**src/hw/media_front_pkg.sv**
```systemverilog
// Shared constants and types for the media thread front end.
// How it works
// Only one of media or 3D pipeline active.
// Pipeline changes only on pipeline switch command.
// Front stage takes work, writes payload, hands thread.
// Front stage only writes the return buffer.
// Spawner stage never touches the return buffer.
// Constant buffer handle forwarded to spawner when enabled.
// Only spawner launches root and child threads.
// Spawner accepts messages only with its identifier.
// Each root thread carries at most one handle.
// Payload handle doubles as root return handle.
// Root reuses its return handle for children.
// At most one persistent root thread alive.
// Unfinished persistent root re-dispatched on restore.
// Synchronized root waits for dispatch-root message.
// Unsynchronized root launches without any message.
package media_front_pkg;

  // ----------------------------------------------------------------
  // Widths
  // ----------------------------------------------------------------
  localparam int unsigned DATA_W   = 32; // Payload word width
  localparam int unsigned HANDLE_W = 8;  // Return buffer handle width
  localparam int unsigned SFID_W   = 4;  // Shared function id width
  localparam int unsigned CREDIT_W = 4;  // Pending dispatch-root messages

  // ----------------------------------------------------------------
  // Values after reset and fixed codes
  // ----------------------------------------------------------------
  localparam logic [SFID_W-1:0]   SPAWNER_SFID = 4'h7;  // Plain default id
  localparam logic [HANDLE_W-1:0] HANDLE_RST   = 8'h00; // First handle
  localparam logic [HANDLE_W-1:0] HANDLE_STEP  = 8'h01; // Allocator step
  localparam logic [CREDIT_W-1:0] CREDIT_RST   = 4'h0;  // No messages yet
  localparam logic [CREDIT_W-1:0] CREDIT_ONE   = 4'h1;  // One message
  localparam logic [CREDIT_W-1:0] CREDIT_MAX   = 4'hf;  // Counter ceiling
  localparam logic                MEDIA_RST    = 1'b0;  // 3D owns after reset

  // ----------------------------------------------------------------
  // Message kinds and spawner states
  // ----------------------------------------------------------------
  localparam logic MSG_DISPATCH_ROOT = 1'b0; // Release a synchronized root
  localparam logic MSG_SPAWN_CHILD   = 1'b1; // Parent asks for a child

  typedef enum logic [1:0] {
    SP_IDLE      = 2'b00, // Nothing held
    SP_WAIT_SYNC = 2'b01, // Synchronized root held for a message
    SP_LAUNCH    = 2'b10  // Thread presented to the dispatcher
  } spawn_state_type;

endpackage : media_front_pkg

```
**src/hw/media_thread_front_end.sv**
```systemverilog
// Front stage and thread spawner stage of the general purpose pipeline.
`timescale 1ns/100ps
`default_nettype none
module media_thread_front_end
  import media_front_pkg::*;
(
  // Clock, reset, enable
  input  wire logic                clk_in,
  input  wire logic                rst_in,
  input  wire logic                ce_in,
  // Pipeline switch command
  input  wire logic                pipe_sel_valid_in,
  input  wire logic                pipe_sel_media_in,
  output logic                     media_active_out,
  output logic                     three_d_active_out,
  // Work from the command streamer
  input  wire logic                work_valid_in,
  input  wire logic [DATA_W-1:0]   work_payload_in,
  input  wire logic                work_sync_in,
  input  wire logic                work_prt_in,
  input  wire logic                work_has_ret_in,
  input  wire logic                cb_enable_in,
  input  wire logic [HANDLE_W-1:0] cb_handle_in,
  output logic                     work_ready_out,
  // Return buffer write port, no read side exists
  output logic                     urb_wr_valid_out,
  output logic [HANDLE_W-1:0]      urb_wr_handle_out,
  output logic [DATA_W-1:0]        urb_wr_data_out,
  // Messages from execution units
  input  wire logic                msg_valid_in,
  input  wire logic [SFID_W-1:0]   msg_sfid_in,
  input  wire logic                msg_kind_in,
  input  wire logic [HANDLE_W-1:0] msg_handle_in,
  output logic                     msg_ready_out,
  // Persistent root thread events
  input  wire logic                prt_done_in,
  input  wire logic                ctx_restore_in,
  // Launch toward the thread dispatcher
  input  wire logic                td_ready_in,
  output logic                     td_valid_out,
  output logic                     td_root_out,
  output logic                     td_has_ret_out,
  output logic [HANDLE_W-1:0]      td_handle_out,
  output logic                     td_cb_valid_out,
  output logic [HANDLE_W-1:0]      td_cb_handle_out,
  output logic                     td_prt_out,
  output logic                     td_resume_out
);

  // ----------------------------------------------------------------
  // Pipeline ownership
  // ----------------------------------------------------------------
  logic media_reg, media_next;     // High while media pipeline owns engine
  logic three_d_reg, three_d_next; // Own flop, so no output is a gate

  // Mode moves only on an explicit switch command
  always_comb begin
    media_next = media_reg;
    if (pipe_sel_valid_in) begin
      media_next = pipe_sel_media_in;
    end
    three_d_next = ~media_next;
  end

  always_ff @(posedge clk_in) begin
    if (rst_in) begin
      media_reg   <= MEDIA_RST;
      three_d_reg <= ~MEDIA_RST;
    end else if (ce_in) begin
      media_reg   <= media_next;
      three_d_reg <= three_d_next;
    end
  end

  // Each output has its own flop, loaded with opposite values, which keeps them exclusive
  assign media_active_out   = media_reg;
  assign three_d_active_out = three_d_reg;

  // ----------------------------------------------------------------
  // Front stage: accept, allocate handle, write payload
  // ----------------------------------------------------------------
  logic                root_pend_reg, root_pend_next;     // Thread handed over
  logic                root_sync_reg, root_sync_next;     // Needs a message
  logic                root_prt_reg, root_prt_next;       // Persistent root
  logic                root_ret_reg, root_ret_next;       // Has return handle
  logic [HANDLE_W-1:0] root_handle_reg, root_handle_next; // Return handle
  logic                root_cbv_reg, root_cbv_next;       // Constant buffer on
  logic [HANDLE_W-1:0] root_cb_reg, root_cb_next;         // Constant buffer
  logic [HANDLE_W-1:0] alloc_reg, alloc_next;             // Next free handle
  logic                urb_v_reg, urb_v_next;
  logic [HANDLE_W-1:0] urb_h_reg, urb_h_next;
  logic [DATA_W-1:0]   urb_d_reg, urb_d_next;
  logic                ready_reg, ready_next;
  logic                prt_live_reg, prt_live_next;       // One PERSISTENT_ROOT_THREAD alive
  logic [HANDLE_W-1:0] prt_handle_reg, prt_handle_next;   // Saved for restore
  logic                accept;                             // Work taken now
  logic                launch_root;                        // From spawner below

  // Ready lags the request kind by a cycle, so a second PERSISTENT_ROOT_THREAD is refused here
  assign accept = work_valid_in & ready_reg & ~(prt_live_reg & work_prt_in);

  // Handle is allocated once and used both as payload target and return
  always_comb begin
    root_pend_next   = root_pend_reg;
    root_sync_next   = root_sync_reg;
    root_prt_next    = root_prt_reg;
    root_ret_next    = root_ret_reg;
    root_handle_next = root_handle_reg;
    root_cbv_next    = root_cbv_reg;
    root_cb_next     = root_cb_reg;
    alloc_next       = alloc_reg;
    urb_v_next       = 1'b0;
    urb_h_next       = urb_h_reg;
    urb_d_next       = urb_d_reg;
    prt_live_next    = prt_live_reg;
    prt_handle_next  = prt_handle_reg;
    if (launch_root) begin
      root_pend_next = 1'b0;
    end
    if (prt_done_in) begin
      prt_live_next = 1'b0;
    end
    if (accept) begin
      root_pend_next   = 1'b1;
      root_sync_next   = work_sync_in;
      root_prt_next    = work_prt_in;
      root_ret_next    = work_has_ret_in;
      root_handle_next = alloc_reg;
      root_cbv_next    = cb_enable_in;
      root_cb_next     = cb_enable_in ? cb_handle_in : root_cb_reg;
      urb_v_next       = 1'b1;
      urb_h_next       = alloc_reg;
      urb_d_next       = work_payload_in;
      alloc_next       = alloc_reg + HANDLE_STEP;
      if (work_prt_in) begin
        prt_live_next   = 1'b1;
        prt_handle_next = alloc_reg;
      end
    end
    // Stall further work while a thread is held or a PERSISTENT_ROOT_THREAD would double up
    ready_next = media_next & ~root_pend_next & ~(prt_live_next & work_prt_in);
    ready_next = ready_next & ~accept;
  end

  always_ff @(posedge clk_in) begin
    if (rst_in) begin
      root_pend_reg   <= 1'b0;
      root_sync_reg   <= 1'b0;
      root_prt_reg    <= 1'b0;
      root_ret_reg    <= 1'b0;
      root_handle_reg <= HANDLE_RST;
      root_cbv_reg    <= 1'b0;
      root_cb_reg     <= HANDLE_RST;
      alloc_reg       <= HANDLE_RST;
      urb_v_reg       <= 1'b0;
      urb_h_reg       <= HANDLE_RST;
      urb_d_reg       <= '0;
      ready_reg       <= 1'b0;
      prt_live_reg    <= 1'b0;
      prt_handle_reg  <= HANDLE_RST;
    end else if (ce_in) begin
      root_pend_reg   <= root_pend_next;
      root_sync_reg   <= root_sync_next;
      root_prt_reg    <= root_prt_next;
      root_ret_reg    <= root_ret_next;
      root_handle_reg <= root_handle_next;
      root_cbv_reg    <= root_cbv_next;
      root_cb_reg     <= root_cb_next;
      alloc_reg       <= alloc_next;
      urb_v_reg       <= urb_v_next;
      urb_h_reg       <= urb_h_next;
      urb_d_reg       <= urb_d_next;
      ready_reg       <= ready_next;
      prt_live_reg    <= prt_live_next;
      prt_handle_reg  <= prt_handle_next;
    end
  end

  assign work_ready_out    = ready_reg;
  assign urb_wr_valid_out  = urb_v_reg;
  assign urb_wr_handle_out = urb_h_reg;
  assign urb_wr_data_out   = urb_d_reg;

  // ----------------------------------------------------------------
  // Spawner stage: messages, launch arbitration, dispatcher port
  // ----------------------------------------------------------------
  spawn_state_type     sp_reg, sp_next;
  logic [CREDIT_W-1:0] credit_reg, credit_next;       // Dispatch-root messages
  logic                child_pend_reg, child_pend_next;
  logic [HANDLE_W-1:0] child_handle_reg, child_handle_next;
  logic                redo_reg, redo_next;            // Restore re-dispatch
  logic                mready_reg, mready_next;
  logic                tdv_reg, tdv_next;
  logic                tdr_reg, tdr_next;
  logic                tdh_reg, tdh_next;
  logic [HANDLE_W-1:0] tdhd_reg, tdhd_next;
  logic                tdcv_reg, tdcv_next;
  logic [HANDLE_W-1:0] tdcb_reg, tdcb_next;
  logic                tdp_reg, tdp_next;
  logic                tdres_reg, tdres_next;
  logic                td_free;                        // Output slot empties
  logic                msg_take;                       // Message accepted
  logic                root_go;                        // Root allowed to leave

  // Only traffic carrying our own identifier is ever taken
  assign msg_take = msg_valid_in & mready_reg & (msg_sfid_in == SPAWNER_SFID);
  assign td_free  = ~tdv_reg | td_ready_in;
  // A synchronized root needs a banked message, others go at once
  assign root_go     = root_pend_reg & (~root_sync_reg | (credit_reg != CREDIT_RST));
  assign launch_root = td_free & ~redo_reg & root_go;

  // Priority: restore re-dispatch, then root, then child
  always_comb begin
    sp_next           = sp_reg;
    credit_next       = credit_reg;
    child_pend_next   = child_pend_reg;
    child_handle_next = child_handle_reg;
    redo_next         = redo_reg;
    tdv_next          = tdv_reg & ~td_ready_in;
    tdr_next          = tdr_reg;
    tdh_next          = tdh_reg;
    tdhd_next         = tdhd_reg;
    tdcv_next         = tdcv_reg;
    tdcb_next         = tdcb_reg;
    tdp_next          = tdp_reg;
    tdres_next        = tdres_reg;
    if (ctx_restore_in & prt_live_reg & ~prt_done_in) begin
      redo_next = 1'b1;
    end
    if (msg_take & (msg_kind_in == MSG_DISPATCH_ROOT)) begin
      credit_next = credit_next + CREDIT_ONE;
    end
    if (msg_take & (msg_kind_in == MSG_SPAWN_CHILD)) begin
      child_pend_next   = 1'b1;
      child_handle_next = msg_handle_in;
    end
    if (td_free & redo_reg) begin
      redo_next  = 1'b0;
      tdv_next   = 1'b1;
      tdr_next   = 1'b1;
      tdh_next   = 1'b1;
      tdhd_next  = prt_handle_reg;
      tdcv_next  = 1'b0;
      tdp_next   = 1'b1;
      tdres_next = 1'b1;
    end else if (launch_root) begin
      tdv_next   = 1'b1;
      tdr_next   = 1'b1;
      tdh_next   = root_ret_reg;
      tdhd_next  = root_handle_reg;
      tdcv_next  = root_cbv_reg;
      tdcb_next  = root_cb_reg;
      tdp_next   = root_prt_reg;
      tdres_next = 1'b0;
      if (root_sync_reg) begin
        credit_next = credit_next - CREDIT_ONE;
      end
    end else if (td_free & child_pend_reg) begin
      child_pend_next = 1'b0;
      tdv_next   = 1'b1;
      tdr_next   = 1'b0;
      tdh_next   = 1'b1;
      tdhd_next  = child_handle_reg;
      tdcv_next  = 1'b0;
      tdp_next   = 1'b0;
      tdres_next = 1'b0;
    end
    // State tracks what the spawner is doing for observers
    case (sp_reg)
      SP_IDLE, SP_WAIT_SYNC, SP_LAUNCH: begin
        if (tdv_next) begin
          sp_next = SP_LAUNCH;
        end else if (root_pend_next & root_sync_reg) begin
          sp_next = SP_WAIT_SYNC;
        end else begin
          sp_next = SP_IDLE;
        end
      end
      default: begin
        sp_next = SP_IDLE;
      end
    endcase
    // Back-pressure: one child slot, credit counter never wraps
    mready_next = ~child_pend_next & (credit_next != CREDIT_MAX);
  end

  always_ff @(posedge clk_in) begin
    if (rst_in) begin
      sp_reg           <= SP_IDLE;
      credit_reg       <= CREDIT_RST;
      child_pend_reg   <= 1'b0;
      child_handle_reg <= HANDLE_RST;
      redo_reg         <= 1'b0;
      mready_reg       <= 1'b0;
      tdv_reg          <= 1'b0;
      tdr_reg          <= 1'b0;
      tdh_reg          <= 1'b0;
      tdhd_reg         <= HANDLE_RST;
      tdcv_reg         <= 1'b0;
      tdcb_reg         <= HANDLE_RST;
      tdp_reg          <= 1'b0;
      tdres_reg        <= 1'b0;
    end else if (ce_in) begin
      sp_reg           <= sp_next;
      credit_reg       <= credit_next;
      child_pend_reg   <= child_pend_next;
      child_handle_reg <= child_handle_next;
      redo_reg         <= redo_next;
      mready_reg       <= mready_next;
      tdv_reg          <= tdv_next;
      tdr_reg          <= tdr_next;
      tdh_reg          <= tdh_next;
      tdhd_reg         <= tdhd_next;
      tdcv_reg         <= tdcv_next;
      tdcb_reg         <= tdcb_next;
      tdp_reg          <= tdp_next;
      tdres_reg        <= tdres_next;
    end
  end

  // Spawner outputs; it has no return buffer port at all
  assign msg_ready_out    = mready_reg;
  assign td_valid_out     = tdv_reg;
  assign td_root_out      = tdr_reg;
  assign td_has_ret_out   = tdh_reg;
  assign td_handle_out    = tdhd_reg;
  assign td_cb_valid_out  = tdcv_reg;
  assign td_cb_handle_out = tdcb_reg;
  assign td_prt_out       = tdp_reg;
  assign td_resume_out    = tdres_reg;
endmodule : media_thread_front_end
`default_nettype wire

```
**config.mk**
```make
export PLATFORM = sky130hd
export DESIGN_NAME = media_thread_front_end
export DESIGN_NICKNAME = d
export VERILOG_FILES = /design/src/hw/media_front_pkg.sv /design/src/hw/media_thread_front_end.sv
export SDC_FILE = /design/constraint.sdc
export NUM_CORES = 1
export LEC_CHECK = 0
export BUFFER_PORTS_ARGS = -buffer_cell sky130_fd_sc_hd__buf_2
export CAP_MARGIN = 15
export CORE_MARGIN = 1.5
export CORE_UTILIZATION = 35
export DETAILED_ROUTE_END_ITERATION = 10
export SETUP_SLACK_MARGIN = 0.2
export SLEW_MARGIN = 25
export SYNTH_ARGS = -nofsm -noshare
export SYNTH_HDL_FRONTEND = slang
export SYNTH_SLANG_ARGS = --single-unit
```
**constraint.sdc**
```tcl
create_clock -name clk_in -period 3.6 [get_ports clk_in]
set_clock_uncertainty 0.05 [all_clocks]
set_input_delay 0.72 -clock clk_in [delete_from_list [all_inputs] [get_ports clk_in]]
set_output_delay 0.72 -clock clk_in [all_outputs]
set_load 0.03 [all_outputs]
```
==> results of run 1 <==
-- cell families after synthesis --
logic type               Yosys count
AND/OR/NAND/NOR                  241
AO/OA/AOI/OAI                    124
flip-flops                       111
buffers and inverters             42
multiplexers                      19
XOR/XNOR                           9
adder cells (fa/ha/maj)            4
-- critical path, delay by kind of cell --
kind            cells  cell delay, ps
compound gates      2             390
fa+ha+maj           1             210
mux                 1             340
simple gates        4             980
xor+xnor            1             280
buf+inv             1             110
-- worst min path at each step --
stage                                 endpoint  slack (ps)  cells past startpoint
6_report        prt_handle_reg[1]$_SDFFE_PP0P_         400                      2
5_1_grt        urb_wr_data_out[4]$_SDFFE_PP0P_         430                      2
4_1_cts         prt_handle_reg[6]$_SDFFE_PP0P_         400                      2
3_5_place_dp    prt_handle_reg[6]$_SDFFE_PP0P_         390                      2
3_3_place_gp    prt_handle_reg[1]$_SDFFE_PP0P_         390                      2
2_1_floorplan   prt_handle_reg[0]$_SDFFE_PP0P_         380                      2
-- synthesized netlist by cell type (4+ instances only) --
library cell,number
nand2_1,136
dfxtp_1,111
a21oi_1,85
nor2_1,37
nand3_1,21
clkbuf_1,20
mux2i_1,18
o31a_1,9
buf_1,8
nand2b_1,8
buf_2,7
inv_1,7
nor3_1,7
o221ai_1,7
nand4_1,6
o21ai_0,5
ha_1,4
xnor2_1,4
xor2_1,4
-- metal layers --
layer	global-route usage	vias up	wire, um
met3	0.0584	10	758
met2	0.271	125	5300
li1	-	2124	-
met5	0	-	0
met4	0.0457	0	130
met1	0.221	1931	5560
-- power by group through the flow --
stage	Combinational [mW]	Sequential (mW)	Clock [mW]
2_1_floorplan	0.0672	1.30	0
3_5_place_dp	0.156	1.28	0
3_3_place_gp	0.153	1.28	0
5_1_grt	0.170	1.25	1.02
4_1_cts	0.156	1.25	0.972
6_report	0.155	1.25	0.942
-- metrics by stage --
stage	instance area, sq um	hold WS, ps
floorplan	4640	381
global placement	5450	388
detailed placement	5450	393
CTS	5720	403
global route	5720	427
finish	5720	401
-- layout make-up --
cell class / count / area (sq um) / share of cell area
clock inverters: 2 / 16.3 / 0.00284
inverters: 7 / 26.3 / 0.00459
repair buffers: 141 / 728 / 0.127
multi-input cells: 397 / 2250 / 0.394
flip-flops and latches: 111 / 2220 / 0.388
clock buffers: 13 / 260 / 0.0455
well taps: 172 / 215 / 0.0376
-- layout by cell type, fill, tap and decap left out, drive strengths merged, types with 4 or more instances in the layout --
cell and instances:
o21ai 5, nand4 7, nor2 37, nand2b 8, nand2 136, buf 141, nor3 7, a21oi 86
o221ai 7, xor2 4, o31a 9, inv 7, clkbuf 13, xnor2 4, dfxtp 111, mux2i 18
ha 4, nand3 21
==> flow_summary_export.csv, run 1 <==
group,metric,value,unit
logic_synthesis,ys_seq_area_frac,0.479,
logic_synthesis,synthCells,550,
sta,grt_setup_unrepaired,"no",
grt,grt_pass1_vias,3910,
setup_path,r2r_cells,9,
setup_path,r2r_slack,860,ps
sta,slew_viol_final,0,
sta,fin_crit,2810,ps
floorplanning,io_pins,134,
grt,antenna_found_initial,0,
sta,fin_crit_sh,0.780,
drt,drtIter0Drc,222,
sta,fin_ws,792,ps
power,seqPwrFrac,0.533,
grt,grt_overflow,0,
placement,place_inst,828,
clock_network,clk_path_buf_depth,2,
logic_synthesis,synth_top_family_by_area,"simple AND/OR/NAND/NOR gates",
logic_synthesis,syn_area,4640,sq um
clock_network,cts_setup_buffers,0,
grt,grt_start_max_net_pins,85,
logic_synthesis,async_flop_share,0,
setup_path,critPathCapture,"msg_ready_out$_SDFFE_PP0P_",
power,switching_share,0.232,
sta,setup_violations,0,
run_status,status,"finished clean",
drt,drc,0,
finish,nets,738,
logic_synthesis,yosys_warnings,0,
power,intPower,1.80,mW
setup_path,worstSetupStartpointType,"input pin",
floorplanning,rows,41,
clock_network,insertion_delay,350,ps
placement,routabilityCongestion,0.808,
setup_path,cp_slowest_cell,"mux2i_1",
clock_network,cts-root-buf,"clkbuf_16",
setup_path,max_stage_delay,340,ps
drt,num_vias,4190,
power,p_total,2.35,mW
sta,relSlewSlack,0.418,
logic_synthesis,synthFlopType,"dfxtp_1",
setup_path,r2r-start,"msg_ready_out$_SDFFE_PP0P_",
power,p_sw,545,uW
floorplanning,die_w,118,um
finish,n_antenna_cell,0,
logic_synthesis,synth_cell_types,55,
floorplanning,die_h,118,um
sta,final.setup.tns,0,ps
placement,dp_hpwl,8200,um
logic_synthesis,ys_ff_latch,111,
clock_network,cts_sinks,111,
drt,wl,11700,um
finish,final_core_util,0.448,
setup_path,crit_required,3800,ps
logic_synthesis,synth_nets,621,
logic_synthesis,synth_compound_area_frac,0.169,
power,p_leak,2.37,nW
drt,routedWlPerCell,13.9,um
floorplanning,core_area,12800,sq um
clock_network,cts.repair.resized,0,
setup_path,end_kind,"register",
logic_synthesis,synth_top_cell_area_share,0.479,
worst_hold_path,worstHoldStart,"prt_handle_reg[1]$_SDFFE_PP0P_",
power,ir_worst_vdd,0.282,mV
sta,max_freq,356,MHz
clock_network,h-tree-depth,3,
drt,firstDrtPassIters,4,
floorplanning,dieArea,14000,sq um
logic_synthesis,synth_fa_ha_area_frac,0.0108,
logic_synthesis,avgSynthCellArea,8.44,sq um
logic_synthesis,synth_mux_area_frac,0.0413,
setup_path,cp_max_fo,7,
sta,hold_viol,0,
worst_hold_path,hp-class,"register to register",
setup_path,cpMostUsedCell,"nand2_1",
clock_network,clk_pin_slew_worst_paths,70,ps
power,power_frac_comb,0.066,
power,p_per_area,410,nW/um^2
grt,grt_pass1_wl,19400,um
setup_path,critPathKind,"input pin to register",
placement,post-place-ws,464,ps
drt,avgViaCountPerCell,4.97,
sta,worst_pin_slew,873,ps
setup_path,reg2reg_to,"msg_ready_out$_SDFFE_PP0P_",
grt,grt_usage,0.171,
finish,syn_to_final_growth,23.3,%
run,cap_violations,0,
finish,fillers,1283,
clock_network,postCtsHoldBufs,0,
clock_network,cts_made_buffers,9,
logic_synthesis,synth-simple-area-share,0.245,
floorplanning,initial_core_util,0.363,
clock_network,cts_tree,"done",
finish,drive_gt1_frac,0.253,
logic_synthesis,synthXorXnorAreaFrac,0.0200,
logic_synthesis,yosysTopAreaCell,"dfxtp_1",
finish,fin_cells,843,
drt,postRouteAntennaNets,0,
power,clockPowerShare,0.401,
setup_path,arrival,3000,ps
finish,largest_register_ffs,32,
setup_path,startpoint,"msg_sfid_in[1]",
logic_synthesis,yosys-top-cells-area,"dfxtp_1 48%, nand2_1 11%, a21oi_1 9.2%",
setup_path,path_cells,"buf_2 > and4_1 > nand2_1 > mux2i_1 > ha_1 > nand2_1 > nor4b_4 > xnor3_1 > o211ai_2 > o31a_1",
logic_synthesis,synth-edff-count,0,
placement,placement.io_buffers,133,
No activity file was read; power rests on OpenSTA's default activity.
==> run 2: changes to the inputs <==
ABC_AREA = 1   (was not set)
clock period = 2.6 ns   (was 3.6 ns; I/O delays follow)
==> flow_summary_export.csv, run 2 <==
group,metric,value,unit
run_status,status,"finished clean",
power,seqPwrFrac,0.518,
finish,layout_commonest_cell,"buf_2",
logic_synthesis,syn_area,4410,sq um
setup_path,cp_slowest_cell,"dfxtp_1",
sta,slew_viol_final,0,
placement,placement.io_buffers,133,
placement,dp_hpwl,7790,um
logic_synthesis,avgSynthCellArea,7.61,sq um
sta,worst_pin_slew,650,ps
finish,layout_common_cells,"133 x buf_2, 111 x dfxtp_1, 105 x nor2_1, 86 x nand2_1, 71 x o21ai_0",
clock_network,postCtsHoldBufs,0,
power,clockPowerShare,0.396,
clock_network,cts_made_buffers,9,
finish,fillers,1246,
logic_synthesis,synthFlopType,"dfxtp_1",
sta,hold_viol,0,
power,power_frac_comb,0.086,
grt,grt_start_max_net_pins,54,
logic_synthesis,yosysTopAreaCell,"dfxtp_1",
logic_synthesis,synth_nets,651,
worst_hold_path,min_path_cells,3,
logic_synthesis,synth-edff-count,0,
setup_path,end_kind,"register",
setup_path,max_stage_delay,400,ps
grt,antenna_found_initial,0,
placement,placed_area,5220,sq um
drt,routedWlPerCell,12.5,um
drt,drc,0,
setup_path,cpMostUsedCell,"nand2_1",
clock_network,cts-root-buf,"clkbuf_16",
logic_synthesis,ys_ff_latch,111,
sta,fin_crit_sh,0.768,
setup_path,crit_buf_inv,3,
sta,hold_ws,337,ps
logic_synthesis,synth_top_cell_area_share,0.504,
finish,drive_gt1_frac,0.240,
logic_synthesis,async_flop_share,0,
clock_network,clk_path_buf_depth,2,
setup_path,arrival,2170,ps
setup_path,r2r-start,"credit_reg[0]$_SDFFE_PP0P_",
clock_network,insertion_delay,350,ps
logic_synthesis,yosys-top-cells-area,"dfxtp_1 50%, nor2_1 8.9%, o21ai_0 8.1%",
floorplanning,io_pins,134,
sta,setup_violations,0,
power,intPower,2.53,mW
setup_path,critPathKind,"register to register",
floorplanning,initial_core_util,0.363,
drt,routed.top_layer,"met4",
setup_path,path_cells,"inv_1 > ha_1 > nand4_1 > nand2_1 > inv_1 > ha_1 > inv_1 > nand2_1 > nand2_1 > nand2_1 > nor2_1 > nand2_1 > nand2_1 > a21oi_1",
finish,final_core_util,0.453,
logic_synthesis,synth_common_cells,"111 x dfxtp_1, 105 x nor2_1, 86 x nand2_1",
worst_hold_path,min_to,"urb_wr_data_out[0]$_SDFFE_PP0P_",
setup_path,worstSetupStartpointType,"register",
floorplanning,dieArea,13300,sq um
placement,routabilityCongestion,0.790,
sta,max_freq,501,MHz
grt,grt_overflow,0,
grt,grt_pass1_vias,3878,
setup_path,crit_family,"simple AND/OR/NAND/NOR gates",
finish,final_area,5510,sq um
logic_synthesis,synth_cell_types,33,
sta,fin_crit,2000,ps
drt,wl_met3,896,um
clock_network,cts.repair.resized,0,
drt,postRouteAntennaNets,0,
setup_path,cp_max_fo,4,
power,ir_worst_vdd,0.479,mV
setup_path,reg2reg_to,"msg_ready_out$_SDFFE_PP0P_",
power,p_leak,2.58,nW
clock_network,h-tree-depth,3,
sta,final.setup.tns,0,ps
worst_hold_path,worstHoldStart,"work_payload_in[0]",
drt,avgViaCountPerCell,4.67,
power,p_per_area,618,nW/um^2
floorplanning,rows,40,
finish,largest_register_ffs,32,
worst_hold_path,hp-class,"input pin to register",
clock_network,cts_sinks,111,
setup_path,crit_required,2780,ps
floorplanning,die_h,115,um
drt,wl,10900,um
floorplanning,die_w,115,um
drt,num_vias,4078,
drt,firstDrtPassIters,4,
finish,syn_to_final_growth,24.8,%
sta,grt_setup_unrepaired,"no",
clock_network,cts_setup_buffers,0,
floorplanning,core_area,12200,sq um
logic_synthesis,ys_seq_area_frac,0.504,
logic_synthesis,synthCells,580,
grt,grt_usage,0.171,
clock_network,cts_tree,"done",
setup_path,r2r_slack,600,ps
sta,relSlewSlack,0.564,
clock_network,clk_pin_slew_worst_paths,70,ps
drt,wl_met1,5020,um
setup_path,r2r_cells,14,
logic_synthesis,synth.most_common_cell,"dfxtp_1",
power,p_sw,873,uW
finish,n_antenna_cell,0,
finish,nets,771,
logic_synthesis,yosys_warnings,0,
drt,route.met2.wl,4840,um
drt,drtIter0Drc,189,
run,cap_violations,0,
grt,grt_pass1_wl,18000,um
power,switching_share,0.257,
==> run 2: cell count changes in the layout (fill, tap and decap cells not counted), moves of 17 or more <==
cell,before,now
a21oi_1,85,61
inv_1,7,47
mux2i_1,18,1
nand2_1,136,86
nor2_1,37,105
o21ai_0,5,71
==> run 2: area by class of cell <==
class / count / area, sq um / share of cell area
Timing Repair Buffer: 138 / 716 / 0.130
Clock buffer: 10 / 239 / 0.0434
Multi-Input combinational cell: 387 / 1870 / 0.339
Clock inverter: 6 / 52.6 / 0.00954
Tap cell: 168 / 210 / 0.0382
Sequential cell: 111 / 2220 / 0.404
Inverter: 53 / 199 / 0.0361
==> run 2: per-stage QoR <==
stage          worst slack [ps]  power (mW)  instances
2_1_floorplan               713        1.98        580
4_1_cts                     614        3.44        873
5_1_grt                     383        3.55        873
6_report                    603        3.40        873
3_5_place_dp                328        2.09        857
3_3_place_gp                393        2.09        857
==> run 2: power by group through the flow <==
stage | clock network (mW) | logic [mW] | registers, mW
2_1_floorplan | 0 | 0.124 | 1.85
3_3_place_gp | 0 | 0.288 | 1.80
3_5_place_dp | 0 | 0.291 | 1.80
4_1_cts | 1.39 | 0.293 | 1.76
5_1_grt | 1.46 | 0.323 | 1.77
6_report | 1.35 | 0.291 | 1.76
==> run 2: cells by family after synthesis <==
| logic type | synth area share |
|---|---|
| AND/OR/NAND/NOR | 0.221 |
| AO/OA/AOI/OAI | 0.185 |
| flip-flops | 0.504 |
| buffers and inverters | 0.0729 |
| adder cells (fa/ha/maj) | 0.0113 |
| XOR/XNOR | 0.00397 |
| multiplexers | 0.00227 |
==> run 2: routing by layer <==
metal,up-vias,track usage
met5,-,0
li1,2128,-
met2,133,0.277
met1,1806,0.216
met4,0,0.0428
met3,11,0.0617
==> run 2: how the worst max path moves through the flow <==
stage                                from                          end  slack (ps)  depth (start not counted)
2_1_floorplan              msg_sfid_in[3]   msg_ready_out$_SDFFE_PP0P_         710                         15
4_1_cts        credit_reg[0]$_SDFFE_PP0P_   msg_ready_out$_SDFFE_PP0P_         610                         14
3_5_place_dp                        ce_in  root_cb_reg[1]$_SDFFE_PP0P_         330                          7
6_report       credit_reg[0]$_SDFFE_PP0P_   msg_ready_out$_SDFFE_PP0P_         600                         14
5_1_grt        credit_reg[0]$_SDFFE_PP0P_   msg_ready_out$_SDFFE_PP0P_         380                         14
3_3_place_gp                        ce_in  root_cb_reg[7]$_SDFFE_PP0P_         390                          7
==> run 2: worst register-to-register path: cells and delay by family (launching register included) <==
kind            cells  cell delay, ps
buf+inv             3             200
simple gates        8             600
fa+ha+maj           2             580
compound gates      1              60
flops               1             400
